`config.mk`:
```
export PLATFORM = sky130hd
export DESIGN_NAME = frame_key_field_builder
export DESIGN_NICKNAME = d
export VERILOG_FILES = /design/src/key_field_pkg.sv /design/src/tag_proto_coder.sv /design/src/frame_key_field_builder.sv
export SDC_FILE = /design/constraint.sdc
export NUM_CORES = 1
export LEC_CHECK = 0
export BUFFER_PORTS_ARGS = -buffer_cell sky130_fd_sc_hd__buf_2
export CAP_MARGIN = 10
export CELL_PAD_IN_SITES_DETAIL_PLACEMENT = 2
export CELL_PAD_IN_SITES_GLOBAL_PLACEMENT = 2
export CORE_AREA = 2 2 212 214
export DETAILED_ROUTE_END_ITERATION = 8
export DIE_AREA = 0 0 214 216
export PLACE_DENSITY = 0.86
export REMOVE_ABC_BUFFERS = 1
export SYNTH_ARGS = -nofsm -noshare
export SYNTH_HDL_FRONTEND = slang
export SYNTH_SLANG_ARGS = --single-unit
```
`constraint.sdc`:
```
create_clock -name mclk -period 1.1 [get_ports mclk]
set_input_delay 0.055 -clock mclk [delete_from_list [all_inputs] [get_ports mclk]]
set_output_delay 0.055 -clock mclk [all_outputs]
set_load 0.005 [all_outputs]
```
`src/key_field_pkg.sv`:
```
package key_field_pkg;
    localparam int PORT_BITMAP_W = 53;
    localparam int PORT_NUM_W = 6;
    localparam int PIPE_PT_W = 5;
    localparam int PIPE_ACT_W = 3;
    localparam int MAC_W = 48;
    localparam int VID_W = 12;
    localparam int PCP_W = 3;
    localparam int PROTO_W = 3;
    localparam int ETYPE_W = 16;
    // mode 3 field positions
    localparam int SEL3_PROC_A_BIT = 0;
    localparam int SEL3_PROC_B_BIT = 1;
    localparam int SEL3_VDEV_A_BIT = 2;
    localparam int SEL3_VDEV_B_BIT = 3;
    localparam int SEL3_SRC_LO = 4;
    localparam int SEL3_PT_LO = 44;
    localparam int SEL3_ACT_LO = 49;
    localparam int MAC_GROUP_BIT = 40;
    localparam logic [ETYPE_W-1:0] TPID_CTAG = 16'h8100;
    localparam logic [ETYPE_W-1:0] TPID_STAG = 16'h88a8;
    localparam logic [ETYPE_W-1:0] ETYPE_MIN = 16'h0600;
    localparam logic [3:0] IP4_MC_NIBBLE = 4'he;
    localparam logic [7:0] IP6_MC_BYTE = 8'hff;
    localparam logic [PROTO_W-1:0] PROTO_NONE = 3'h0;
    localparam logic [PROTO_W-1:0] PROTO_CTAG = 3'h1;
    localparam logic [PROTO_W-1:0] PROTO_STAG = 3'h4;
    localparam logic [PROTO_W-1:0] PROTO_CUST1 = 3'h5;
    localparam logic [PROTO_W-1:0] PROTO_CUST2 = 3'h6;
    localparam logic [PROTO_W-1:0] PROTO_CUST3 = 3'h7;
    typedef enum logic [1:0] {
        SEL_PHYS = 2'b00,
        SEL_LOOP = 2'b01,
        SEL_MASQ = 2'b10,
        SEL_SRC = 2'b11
    } bitmap_sel_t;
endpackage

```
`src/tag_proto_coder.sv`:
```
`timescale 1ns/1ps
`default_nettype none
module tag_proto_coder (
    // tag as seen in frame
    input wire logic present,
    input wire logic [key_field_pkg::ETYPE_W-1:0] tpid,
    // configurable custom values
    input wire logic [key_field_pkg::ETYPE_W-1:0] custom1,
    input wire logic [key_field_pkg::ETYPE_W-1:0] custom2,
    input wire logic [key_field_pkg::ETYPE_W-1:0] custom3,
    // code
    output logic [key_field_pkg::PROTO_W-1:0] code
);
    import key_field_pkg::*;
    // codes 2 and 3 never appear; standard values win over custom ones
    always_comb begin
        code = PROTO_NONE;
        if (present) begin
            if (tpid == TPID_CTAG) begin
                code = PROTO_CTAG;
            end else if (tpid == TPID_STAG) begin
                code = PROTO_STAG;
            end else if (tpid == custom1) begin
                code = PROTO_CUST1;
            end else if (tpid == custom2) begin
                code = PROTO_CUST2;
            end else if (tpid == custom3) begin
                code = PROTO_CUST3;
            end
        end
    end
endmodule
`default_nettype wire

```
`src/frame_key_field_builder.sv`:
```
// Notes on behaviour
// - bitmap is 53 bits; selector 0 sets the arrival port bit
// - selector 1 sets the bit of the port the frame looped on
// - selector 2 sets the bit of the masqueraded source port
// - selector 3 bits 0..3 flag processor ports a,b and virtual devices a,b
// - selector 3: source port bits 4..9, point 44..48, action 49..51
// - group flag follows destination MAC bit 40
// - all-ones flag set only for the broadcast destination MAC
// - outer protocol code: 0 none, 1 ctag, 4 stag, 5..7 custom
// - second tag protocol code uses same coding, 0 means absent or tpid matching no standard or custom value
// - third tag protocol code uses same coding, 0 means absent or tpid matching no standard or custom value
// - outer priority, drop, vlan from frame or classified when enabled
// - untagged frames give outer vlan id zero
// - second and third tag fields always taken from the frame
// - ip group flag: IPv4 top nibble e, IPv6 top byte ff
// - type encoded flag set when type/length is at least 0x600
// - selector 1 loopback, 2 masquerade enabled, 3 inject/vdev/loop enabled
// - when several selector criteria hold, the highest value wins
`timescale 1ns/1ps
`default_nettype none
module frame_key_field_builder #(
    parameter int NUM_PORTS = key_field_pkg::PORT_BITMAP_W
) (
    // clock and reset
    input wire logic mclk,
    input wire logic reset_n,
    // frame metadata from parser
    input wire logic frame_valid,
    input wire logic [key_field_pkg::PORT_NUM_W-1:0] arrival_port,
    input wire logic [key_field_pkg::PORT_NUM_W-1:0] loop_port,
    input wire logic [key_field_pkg::PORT_NUM_W-1:0] masq_port,
    input wire logic from_loopback,
    input wire logic is_masqueraded,
    input wire logic is_injected,
    input wire logic from_virtual_device,
    input wire logic is_processor_port_a,
    input wire logic is_processor_port_b,
    input wire logic is_virtual_device_a,
    input wire logic is_virtual_device_b,
    input wire logic [key_field_pkg::PIPE_PT_W-1:0] pipeline_point,
    input wire logic [key_field_pkg::PIPE_ACT_W-1:0] pipeline_action,
    // configuration
    input wire logic masq_bitmap_ena,
    input wire logic proc_bitmap_ena,
    input wire logic vdev_bitmap_ena,
    input wire logic loop_sel3_ena,
    input wire logic use_classified_outer_tci,
    input wire logic [key_field_pkg::ETYPE_W-1:0] custom_tag1,
    input wire logic [key_field_pkg::ETYPE_W-1:0] custom_tag2,
    input wire logic [key_field_pkg::ETYPE_W-1:0] custom_tag3,
    // frame fields
    input wire logic [key_field_pkg::MAC_W-1:0] frame_dmac,
    input wire logic [key_field_pkg::MAC_W-1:0] frame_smac,
    input wire logic [2:0] tag_present,
    input wire logic [3*key_field_pkg::ETYPE_W-1:0] tag_tpid,
    input wire logic [3*key_field_pkg::ETYPE_W-1:0] tag_tci,
    input wire logic [key_field_pkg::PCP_W-1:0] classified_priority,
    input wire logic classified_drop_eligible,
    input wire logic [key_field_pkg::VID_W-1:0] classified_vlan_id,
    input wire logic frame_is_ipv4,
    input wire logic frame_is_ipv6,
    input wire logic [7:0] ip_dest_top_byte,
    input wire logic [key_field_pkg::ETYPE_W-1:0] type_length,
    // key fields
    output logic key_valid,
    output key_field_pkg::bitmap_sel_t port_bitmap_selector,
    output logic [NUM_PORTS-1:0] ingress_port_bitmap,
    output logic dest_mac_group_flag,
    output logic dest_mac_all_ones_flag,
    output logic [key_field_pkg::PROTO_W-1:0] outer_tag_proto_code,
    output logic [key_field_pkg::PCP_W-1:0] outer_tag_priority,
    output logic outer_tag_drop_eligible,
    output logic [key_field_pkg::VID_W-1:0] outer_tag_vlan_id,
    output logic [key_field_pkg::PROTO_W-1:0] second_tag_proto_code,
    output logic [key_field_pkg::PCP_W-1:0] second_tag_priority,
    output logic second_tag_drop_eligible,
    output logic [key_field_pkg::VID_W-1:0] second_tag_vlan_id,
    output logic [key_field_pkg::PROTO_W-1:0] third_tag_proto_code,
    output logic [key_field_pkg::PCP_W-1:0] third_tag_priority,
    output logic third_tag_drop_eligible,
    output logic [key_field_pkg::VID_W-1:0] third_tag_vlan_id,
    output logic [key_field_pkg::MAC_W-1:0] dest_mac_field,
    output logic [key_field_pkg::MAC_W-1:0] source_mac_field,
    output logic ip_group_dest_flag,
    output logic type_encoded_flag
);
    import key_field_pkg::*;

    localparam int TCI_VID_LO = 0;
    localparam int TCI_DEI_BIT = 12;
    localparam int TCI_PCP_LO = 13;

    bitmap_sel_t nxt_sel;
    logic [NUM_PORTS-1:0] nxt_bitmap;
    logic [PROTO_W-1:0] code [3];
    logic [PCP_W-1:0] tag_pcp [3];
    logic tag_dei [3];
    logic [VID_W-1:0] tag_vid [3];

    // highest applicable selector wins, so test from 3 downward
    always_comb begin
        if ((is_injected && proc_bitmap_ena) ||
            (from_virtual_device && vdev_bitmap_ena) ||
            (from_loopback && loop_sel3_ena)) begin
            nxt_sel = SEL_SRC;
        end else if (is_masqueraded && masq_bitmap_ena) begin
            nxt_sel = SEL_MASQ;
        end else if (from_loopback) begin
            nxt_sel = SEL_LOOP;
        end else begin
            nxt_sel = SEL_PHYS;
        end
    end

    // ports beyond the bitmap width simply set no bit
    always_comb begin
        nxt_bitmap = '0;
        case (nxt_sel)
            SEL_PHYS: begin
                nxt_bitmap = NUM_PORTS'(1) << arrival_port;
            end
            SEL_LOOP: begin
                nxt_bitmap = NUM_PORTS'(1) << loop_port;
            end
            SEL_MASQ: begin
                nxt_bitmap = NUM_PORTS'(1) << masq_port;
            end
            SEL_SRC: begin
                // everything not set below stays zero
                nxt_bitmap[SEL3_PROC_A_BIT] = is_processor_port_a;
                nxt_bitmap[SEL3_PROC_B_BIT] = is_processor_port_b;
                nxt_bitmap[SEL3_VDEV_A_BIT] = is_virtual_device_a;
                nxt_bitmap[SEL3_VDEV_B_BIT] = is_virtual_device_b;
                nxt_bitmap[SEL3_SRC_LO +: PORT_NUM_W] =
                    is_masqueraded ? masq_port : arrival_port;
                nxt_bitmap[SEL3_PT_LO +: PIPE_PT_W] = pipeline_point;
                nxt_bitmap[SEL3_ACT_LO +: PIPE_ACT_W] =
                    pipeline_action;
            end
            default: begin
                nxt_bitmap = '0;
            end
        endcase
    end

    genvar g;
    generate
        for (g = 0; g < 3; g++) begin : tag_g
            tag_proto_coder u_coder (
                .present(tag_present[g]),
                .tpid(tag_tpid[g*ETYPE_W +: ETYPE_W]),
                .custom1(custom_tag1),
                .custom2(custom_tag2),
                .custom3(custom_tag3),
                .code(code[g])
            );
            assign tag_pcp[g] = tag_tci[g*ETYPE_W + TCI_PCP_LO +: PCP_W];
            assign tag_dei[g] = tag_tci[g*ETYPE_W + TCI_DEI_BIT];
            assign tag_vid[g] = tag_tci[g*ETYPE_W + TCI_VID_LO +: VID_W];
        end
    endgenerate

    always_ff @(posedge mclk or negedge reset_n) begin
        if (!reset_n) begin
            key_valid <= 1'b0;
        end else begin
            key_valid <= frame_valid;
        end
    end

    always_ff @(posedge mclk or negedge reset_n) begin
        if (!reset_n) begin
            port_bitmap_selector <= SEL_PHYS;
            ingress_port_bitmap <= '0;
        end else if (frame_valid) begin
            port_bitmap_selector <= nxt_sel;
            ingress_port_bitmap <= nxt_bitmap;
        end
    end

    always_ff @(posedge mclk or negedge reset_n) begin
        if (!reset_n) begin
            dest_mac_group_flag <= 1'b0;
            dest_mac_all_ones_flag <= 1'b0;
            dest_mac_field <= '0;
            source_mac_field <= '0;
            ip_group_dest_flag <= 1'b0;
            type_encoded_flag <= 1'b0;
        end else if (frame_valid) begin
            dest_mac_group_flag <= frame_dmac[MAC_GROUP_BIT];
            dest_mac_all_ones_flag <= &frame_dmac;
            dest_mac_field <= frame_dmac;
            source_mac_field <= frame_smac;
            ip_group_dest_flag <=
                (frame_is_ipv4 && ip_dest_top_byte[7:4] == IP4_MC_NIBBLE) ||
                (frame_is_ipv6 && ip_dest_top_byte == IP6_MC_BYTE);
            type_encoded_flag <= (type_length >= ETYPE_MIN);
        end
    end

    always_ff @(posedge mclk or negedge reset_n) begin
        if (!reset_n) begin
            outer_tag_proto_code <= PROTO_NONE;
            outer_tag_priority <= '0;
            outer_tag_drop_eligible <= 1'b0;
            outer_tag_vlan_id <= '0;
        end else if (frame_valid) begin
            outer_tag_proto_code <= code[0];
            if (use_classified_outer_tci) begin
                outer_tag_priority <= classified_priority;
                outer_tag_drop_eligible <= classified_drop_eligible;
            end else begin
                outer_tag_priority <= tag_pcp[0];
                outer_tag_drop_eligible <= tag_dei[0];
            end
            // zero wins for untagged frames even with classified values
            if (!tag_present[0]) begin
                outer_tag_vlan_id <= '0;
            end else if (use_classified_outer_tci) begin
                outer_tag_vlan_id <= classified_vlan_id;
            end else begin
                outer_tag_vlan_id <= tag_vid[0];
            end
        end
    end

    always_ff @(posedge mclk or negedge reset_n) begin
        if (!reset_n) begin
            second_tag_proto_code <= PROTO_NONE;
            second_tag_priority <= '0;
            second_tag_drop_eligible <= 1'b0;
            second_tag_vlan_id <= '0;
            third_tag_proto_code <= PROTO_NONE;
            third_tag_priority <= '0;
            third_tag_drop_eligible <= 1'b0;
            third_tag_vlan_id <= '0;
        end else if (frame_valid) begin
            second_tag_proto_code <= code[1];
            second_tag_priority <= tag_pcp[1];
            second_tag_drop_eligible <= tag_dei[1];
            second_tag_vlan_id <= tag_vid[1];
            third_tag_proto_code <= code[2];
            third_tag_priority <= tag_pcp[2];
            third_tag_drop_eligible <= tag_dei[2];
            third_tag_vlan_id <= tag_vid[2];
        end
    end
endmodule
`default_nettype wire

```
* Yosys cells after proc, flatten, opt, wreduce, memory -nomap -nowiden
Index checks and enable logic that the tools add are counted.
** Word-level totals
- Register bits :: 213
- Output and inout port bits :: 213
- Word-level logic and storage cells :: 86
** Operators by class
- Muxes and demuxes :: 30
- Reductions and logical operators :: 11
- Order comparisons :: 1
- Shifts and indexed selects :: 3
- Equal/unequal tests :: 20
** Operators by type and width (number)
- 1-bit by 6-bit << shifter with 53-bit output (first input constant) :: 3
- 16-bit == test :: 9
- 34-bit one-hot mux with 3 select lines :: 1
- 16-bit == test (second input constant) :: 6
- 3-bit 2-to-1 mux :: 19
- 48-bit AND reduction :: 1
- 10-bit one-hot mux with 4 select lines :: 1
- 8-bit one-hot mux with 4 select lines :: 1
- 12-bit 2-to-1 mux :: 2
- 16-bit by 11-bit >= comparator with 1-bit output (second input constant) :: 1
- 8-bit == test (second input constant) :: 1
- 1-bit logical AND :: 6
- 6-bit 2-to-1 mux :: 1
- 2-bit == test (second input constant) :: 2
- 4-bit == test (second input constant) :: 1
- 2-bit 2-to-1 mux :: 2
- 1-bit logical OR :: 3
- 1-bit one-hot mux with 3 select lines :: 1
- 2-bit by 1-bit == test with 1-bit output (second input constant) :: 1
- 2-bit logical NOT :: 1
- 1-bit 2-to-1 mux :: 2

* Depth between registers and ports, before layout
- Depth in word-level cells :: 7
- Depth in mapped cells :: 7
- Mapped depth without buffers :: 5

* Cells and area by module
Synthesis repeated with hierarchy kept, for this count alone.
** Second synthesis, totals
- Cell total of the unflattened synthesis :: 1103
- Area, all modules :: 11830.1 um2
** By module, submodules not included
- frame_key_field_builder :: cells each 863, area an instance 9942.0 um2, times used 1
- tag_proto_coder :: cells each 80, area an instance 629.4 um2, times used 3

* Worst setup path before layout
OpenSTA, ideal clock, no wires.
- Kind :: in2reg
- From :: in is_masqueraded
- To :: reg ingress_port_bitmap[29]
- Data arrival time :: 1369 ps
- Stages :: 7
- Setup time :: 77 ps
- Setup slack :: -346 ps
- Path buffers :: 2
- Path through :: buf_4 > and2_4 > or4_4 > buf_6 > o41ai_2 > a31oi_1 > o21ai_1
** Between the ends
- Word-level cells in the longest chain between the ends :: 5
** RTL lines
- from (decl) :: line frame_key_field_builder.sv:33 : input wire logic is_masqueraded,
- 1-bit logical AND * :: line frame_key_field_builder.sv:106 : end else if (is_masqueraded && masq_bitmap_ena) begin
- 2-bit 2-to-1 mux * :: line frame_key_field_builder.sv:106
- 2-bit 2-to-1 mux * :: line frame_key_field_builder.sv:102 : if ((is_injected && proc_bitmap_ena) ||
- 2-bit == test, or another cell as far along :: line frame_key_field_builder.sv:118 : case (nxt_sel)
- 34-bit one-hot mux with 3 select lines * :: line frame_key_field_builder.sv:118
- to (signal assigned) :: line frame_key_field_builder.sv:177 : ingress_port_bitmap <= nxt_bitmap;
- to (decl) :: line frame_key_field_builder.sv:67 : output logic [NUM_PORTS-1:0] ingress_port_bitmap,
Every way passes the cells marked *; elsewhere a longest branch is shown, timed or not.
A chain may end at the register's enable or synchronous reset.

* Worst setup path after layout
- From :: in is_masqueraded
- To :: reg ingress_port_bitmap[5]
** Between the ends
- Word-level cells in the longest chain between the ends :: 5
** RTL lines (line)
- 1-bit logical AND :: frame_key_field_builder.sv:106
- 2-bit 2-to-1 mux :: frame_key_field_builder.sv:106
- 2-bit 2-to-1 mux :: frame_key_field_builder.sv:102
- 2-bit == test, or another cell as far along :: frame_key_field_builder.sv:118
- 10-bit one-hot mux with 4 select lines * :: frame_key_field_builder.sv:118
Marks and branches as above.

==> run metrics <==
clk buf depth 3; Syn-to-layout area delta 95.5%; Worst setup SP type primary input; Worst slew margin 0.170; CTS tree done; type of the worst min-delay path primary input to async pin; routed len/inst 37.5 um; Avg Cell Area, Syn 10.7 um^2; Die Y 216 um; Switch Pwr 9.23 mW; DRT Pass-1 Iters 5; DR vias/cell 5.76; H-tree depth 1; Vias 16200; Int Power 18.1 mW; design area 22400 um^2; CTS Root Cell clkbuf_16; Yosys top cell area share 0.463; CP Max Fanout 6; commonest non-fill, non-tap cell in the layout buf_2; largest net degree at the start of global routing 48; sequential fraction of the synthesis area 0.463; Synth area leader dfrtp_1; VDD IR max 1.15 mV; final hold viol count 17; switch share 0.338; status finished, violations left; Final Critical Period 2190 ps; Num CTS Buffers 27; most frequent cells in the layout 471 x buf_2, 405 x buf_4, 206 x dfrtp_1; clock skew 0 ps; pwr/cell area 1220 nW/um^2; Clock power frac 0.370; Mapped Cells 1070; Placer Congestion 0.980; EDFF count, synth 0; max cap viols 0; Logic pwr share 0.293; CTS clk-pin slew, worst paths 80 ps; Detailed Route Iter0 Violations 1344; max frequency 456 MHz; Starting Density 0.261; Synth Cell Area 11500 um^2; Async SR Flop Fraction 1.00; Lkg Pwr 10.4 nW; Power Total 27.3 mW; Critical Path RT 1540 ps; RSZ-0062 raised after global routing yes; DIE WIDTH 214 um; global-route wire length before repair 125000 um; critical path class primary input to flop; Seq pwr share 0.337; Core Rows 77; placed cell area 16900 um^2; Global Route Usage Sum 0.363; Critical Path AT 2630 ps; fraction of final layout cells sized beyond drive strength 1 0.578; later-pin clock latency in the skew report 540 ps; Pins Over Slew Limit 0; Worst Max-Slew Pin Slew 1250 ps; Core Footprint 43800 um^2; CTS sink cnt 212; initial antenna violation count 25; Synth area leaders dfrtp_1 46%, mux2_2 12%, xnor2_1 7.3%, xor2_1 3.7%, nand2_1 2.4%; Synth cell types 68; worst setup margin -1090 ps; vias in the first global route 17200; WL final 106000 um; Top Ports 540; area of the die 46200 um^2; crit path capture type flop; final core utilization 0.511; DRC viols 0; ys flop type dfrtp_1; Final HPWL DP 51800 um; port buffer count 530; final hold slack -48.3 ps; final setup vio count 275; failing checks hold timing, setup timing; Post-DRT Antenna Nets 0; Final #Nets 2526; register bit total from synthesis 212; Tcrit/Tclk final 1.99; Remaining Overflow, GRT 0; Yosys warning total 0
repair_timing:
item / CTS / global route
buffers inserted: 76 / 92
resized for setup: 62 / 229
endpoints found under the setup margin: 247 / 286
hold buffers: 190 / 5
pin swaps: 11 / 65
hold endpoints to repair: 382 / 22
cloned: 0 / 1
path summary, 6_finish.rpt:
path                                           end  cells after the start                    start  slack (ps)
setup / recovery            ingress_port_bitmap[5]                      6           is_masqueraded       -1090
hold / removal                  dest_mac_field[21]                      2                  reset_n         -50
setup reg to reg           ingress_port_bitmap[13]                      3  ingress_port_bitmap[13]        -410
hold reg to reg               source_mac_field[33]                      1     source_mac_field[33]         510
max in group asynchronous      source_mac_field[8]                      3                  reset_n         450
min in group mclk                type_encoded_flag                      3          type_length[10]         -40
synthesized netlist by cell type, types with 6 or more instances:
cell	n
a21oi_1	37
a221oi_1	24
a22oi_1	7
a2bb2oi_1	6
a31oi_1	19
buf_1	10
buf_2	10
clkbuf_1	33
dfrtp_1	212
inv_1	6
mux2_2	127
mux2i_1	22
nand2_1	74
nand2b_1	8
nand3_1	18
nand4_1	44
nor2_1	73
nor2b_1	13
nor3_1	19
nor4_1	31
o21ai_0	17
o221ai_1	12
o2bb2ai_1	15
o32a_1	6
xnor2_1	96
xor2_1	48
metrics by stage:
stage	hold WS, ps	TNS [ps]	setup slack, ps	cells
3_3_place_gp	-66.4	-38870	-959	2406
5_1_grt	-44.8	-30950	-1090	2820
4_1_cts	-82.9	-13060	-139	2721
2_1_floorplan	-241	-52750	-1130	1013
3_5_place_dp	-67.7	-44960	-955	2406
6_report	-48.3	-27030	-1090	2822
sequential cells by signal, indices dropped and copies added, names as in the netlist, 2 cells and up:
register and flops:
source_mac_field 48, outer_tag_vlan_id 12, ingress_port_bitmap 53, outer_tag_priority 3
second_tag_proto_code 3, port_bitmap_selector 2, outer_tag_proto_code 3, dest_mac_field 48
second_tag_priority 3, third_tag_proto_code 3, third_tag_priority 3, second_tag_vlan_id 12
third_tag_vlan_id 12
kinds of logic (layout without fill, tap and decap cells):
group | count (synthesis) | in the layout | synth area share
AO/OA/AOI/OAI | 178 | 178 | 0.112
XOR/XNOR | 144 | 144 | 0.110
buffers and inverters | 63 | 1212 | 0.0231
flip-flops | 212 | 212 | 0.463
multiplexers | 149 | 149 | 0.144
other | 0 | 11 | 0
AND/OR/NAND/NOR | 324 | 324 | 0.148
power groups by stage:
stage	clock [mW]	combinational, mW	sequential, mW
2_1_floorplan	0	1.53	8.99
3_3_place_gp	0	4.88	8.95
4_1_cts	9.74	6.27	8.89
5_1_grt	10.4	8.18	9.21
3_5_place_dp	0	5.15	9.03
6_report	10.1	7.99	9.20
worst max-delay path: stages:
cell,delay (ps)
buf_4,160
buf_4,220
mux2i_1,810
o221ai_1,810
a221oi_2,440
nor2_1,120
cell type report:
| class | count | area [um^2] |
|---|---|---|
| Clock buffer | 37 | 753 |
| Clock inverter | 12 | 178 |
| Sequential cell | 212 | 5310 |
| Timing Repair Buffer | 1157 | 8560 |
| Antenna cell | 11 | 27.5 |
| Inverter | 6 | 22.5 |
| Multi-Input combinational cell | 795 | 6810 |
| Tap cell | 592 | 741 |
| Fill cell | 4402 | 21400 |
routing by layer:
| layer | global-route usage | wire length [um] |
|---|---|---|
| met1 | 0.384 | 34900 |
| met2 | 0.664 | 50700 |
| met3 | 0.0692 | 9440 |
| met4 | 0.224 | 10500 |
| met5 | 0 | 189 |
(Power assumes the default switching activity.)
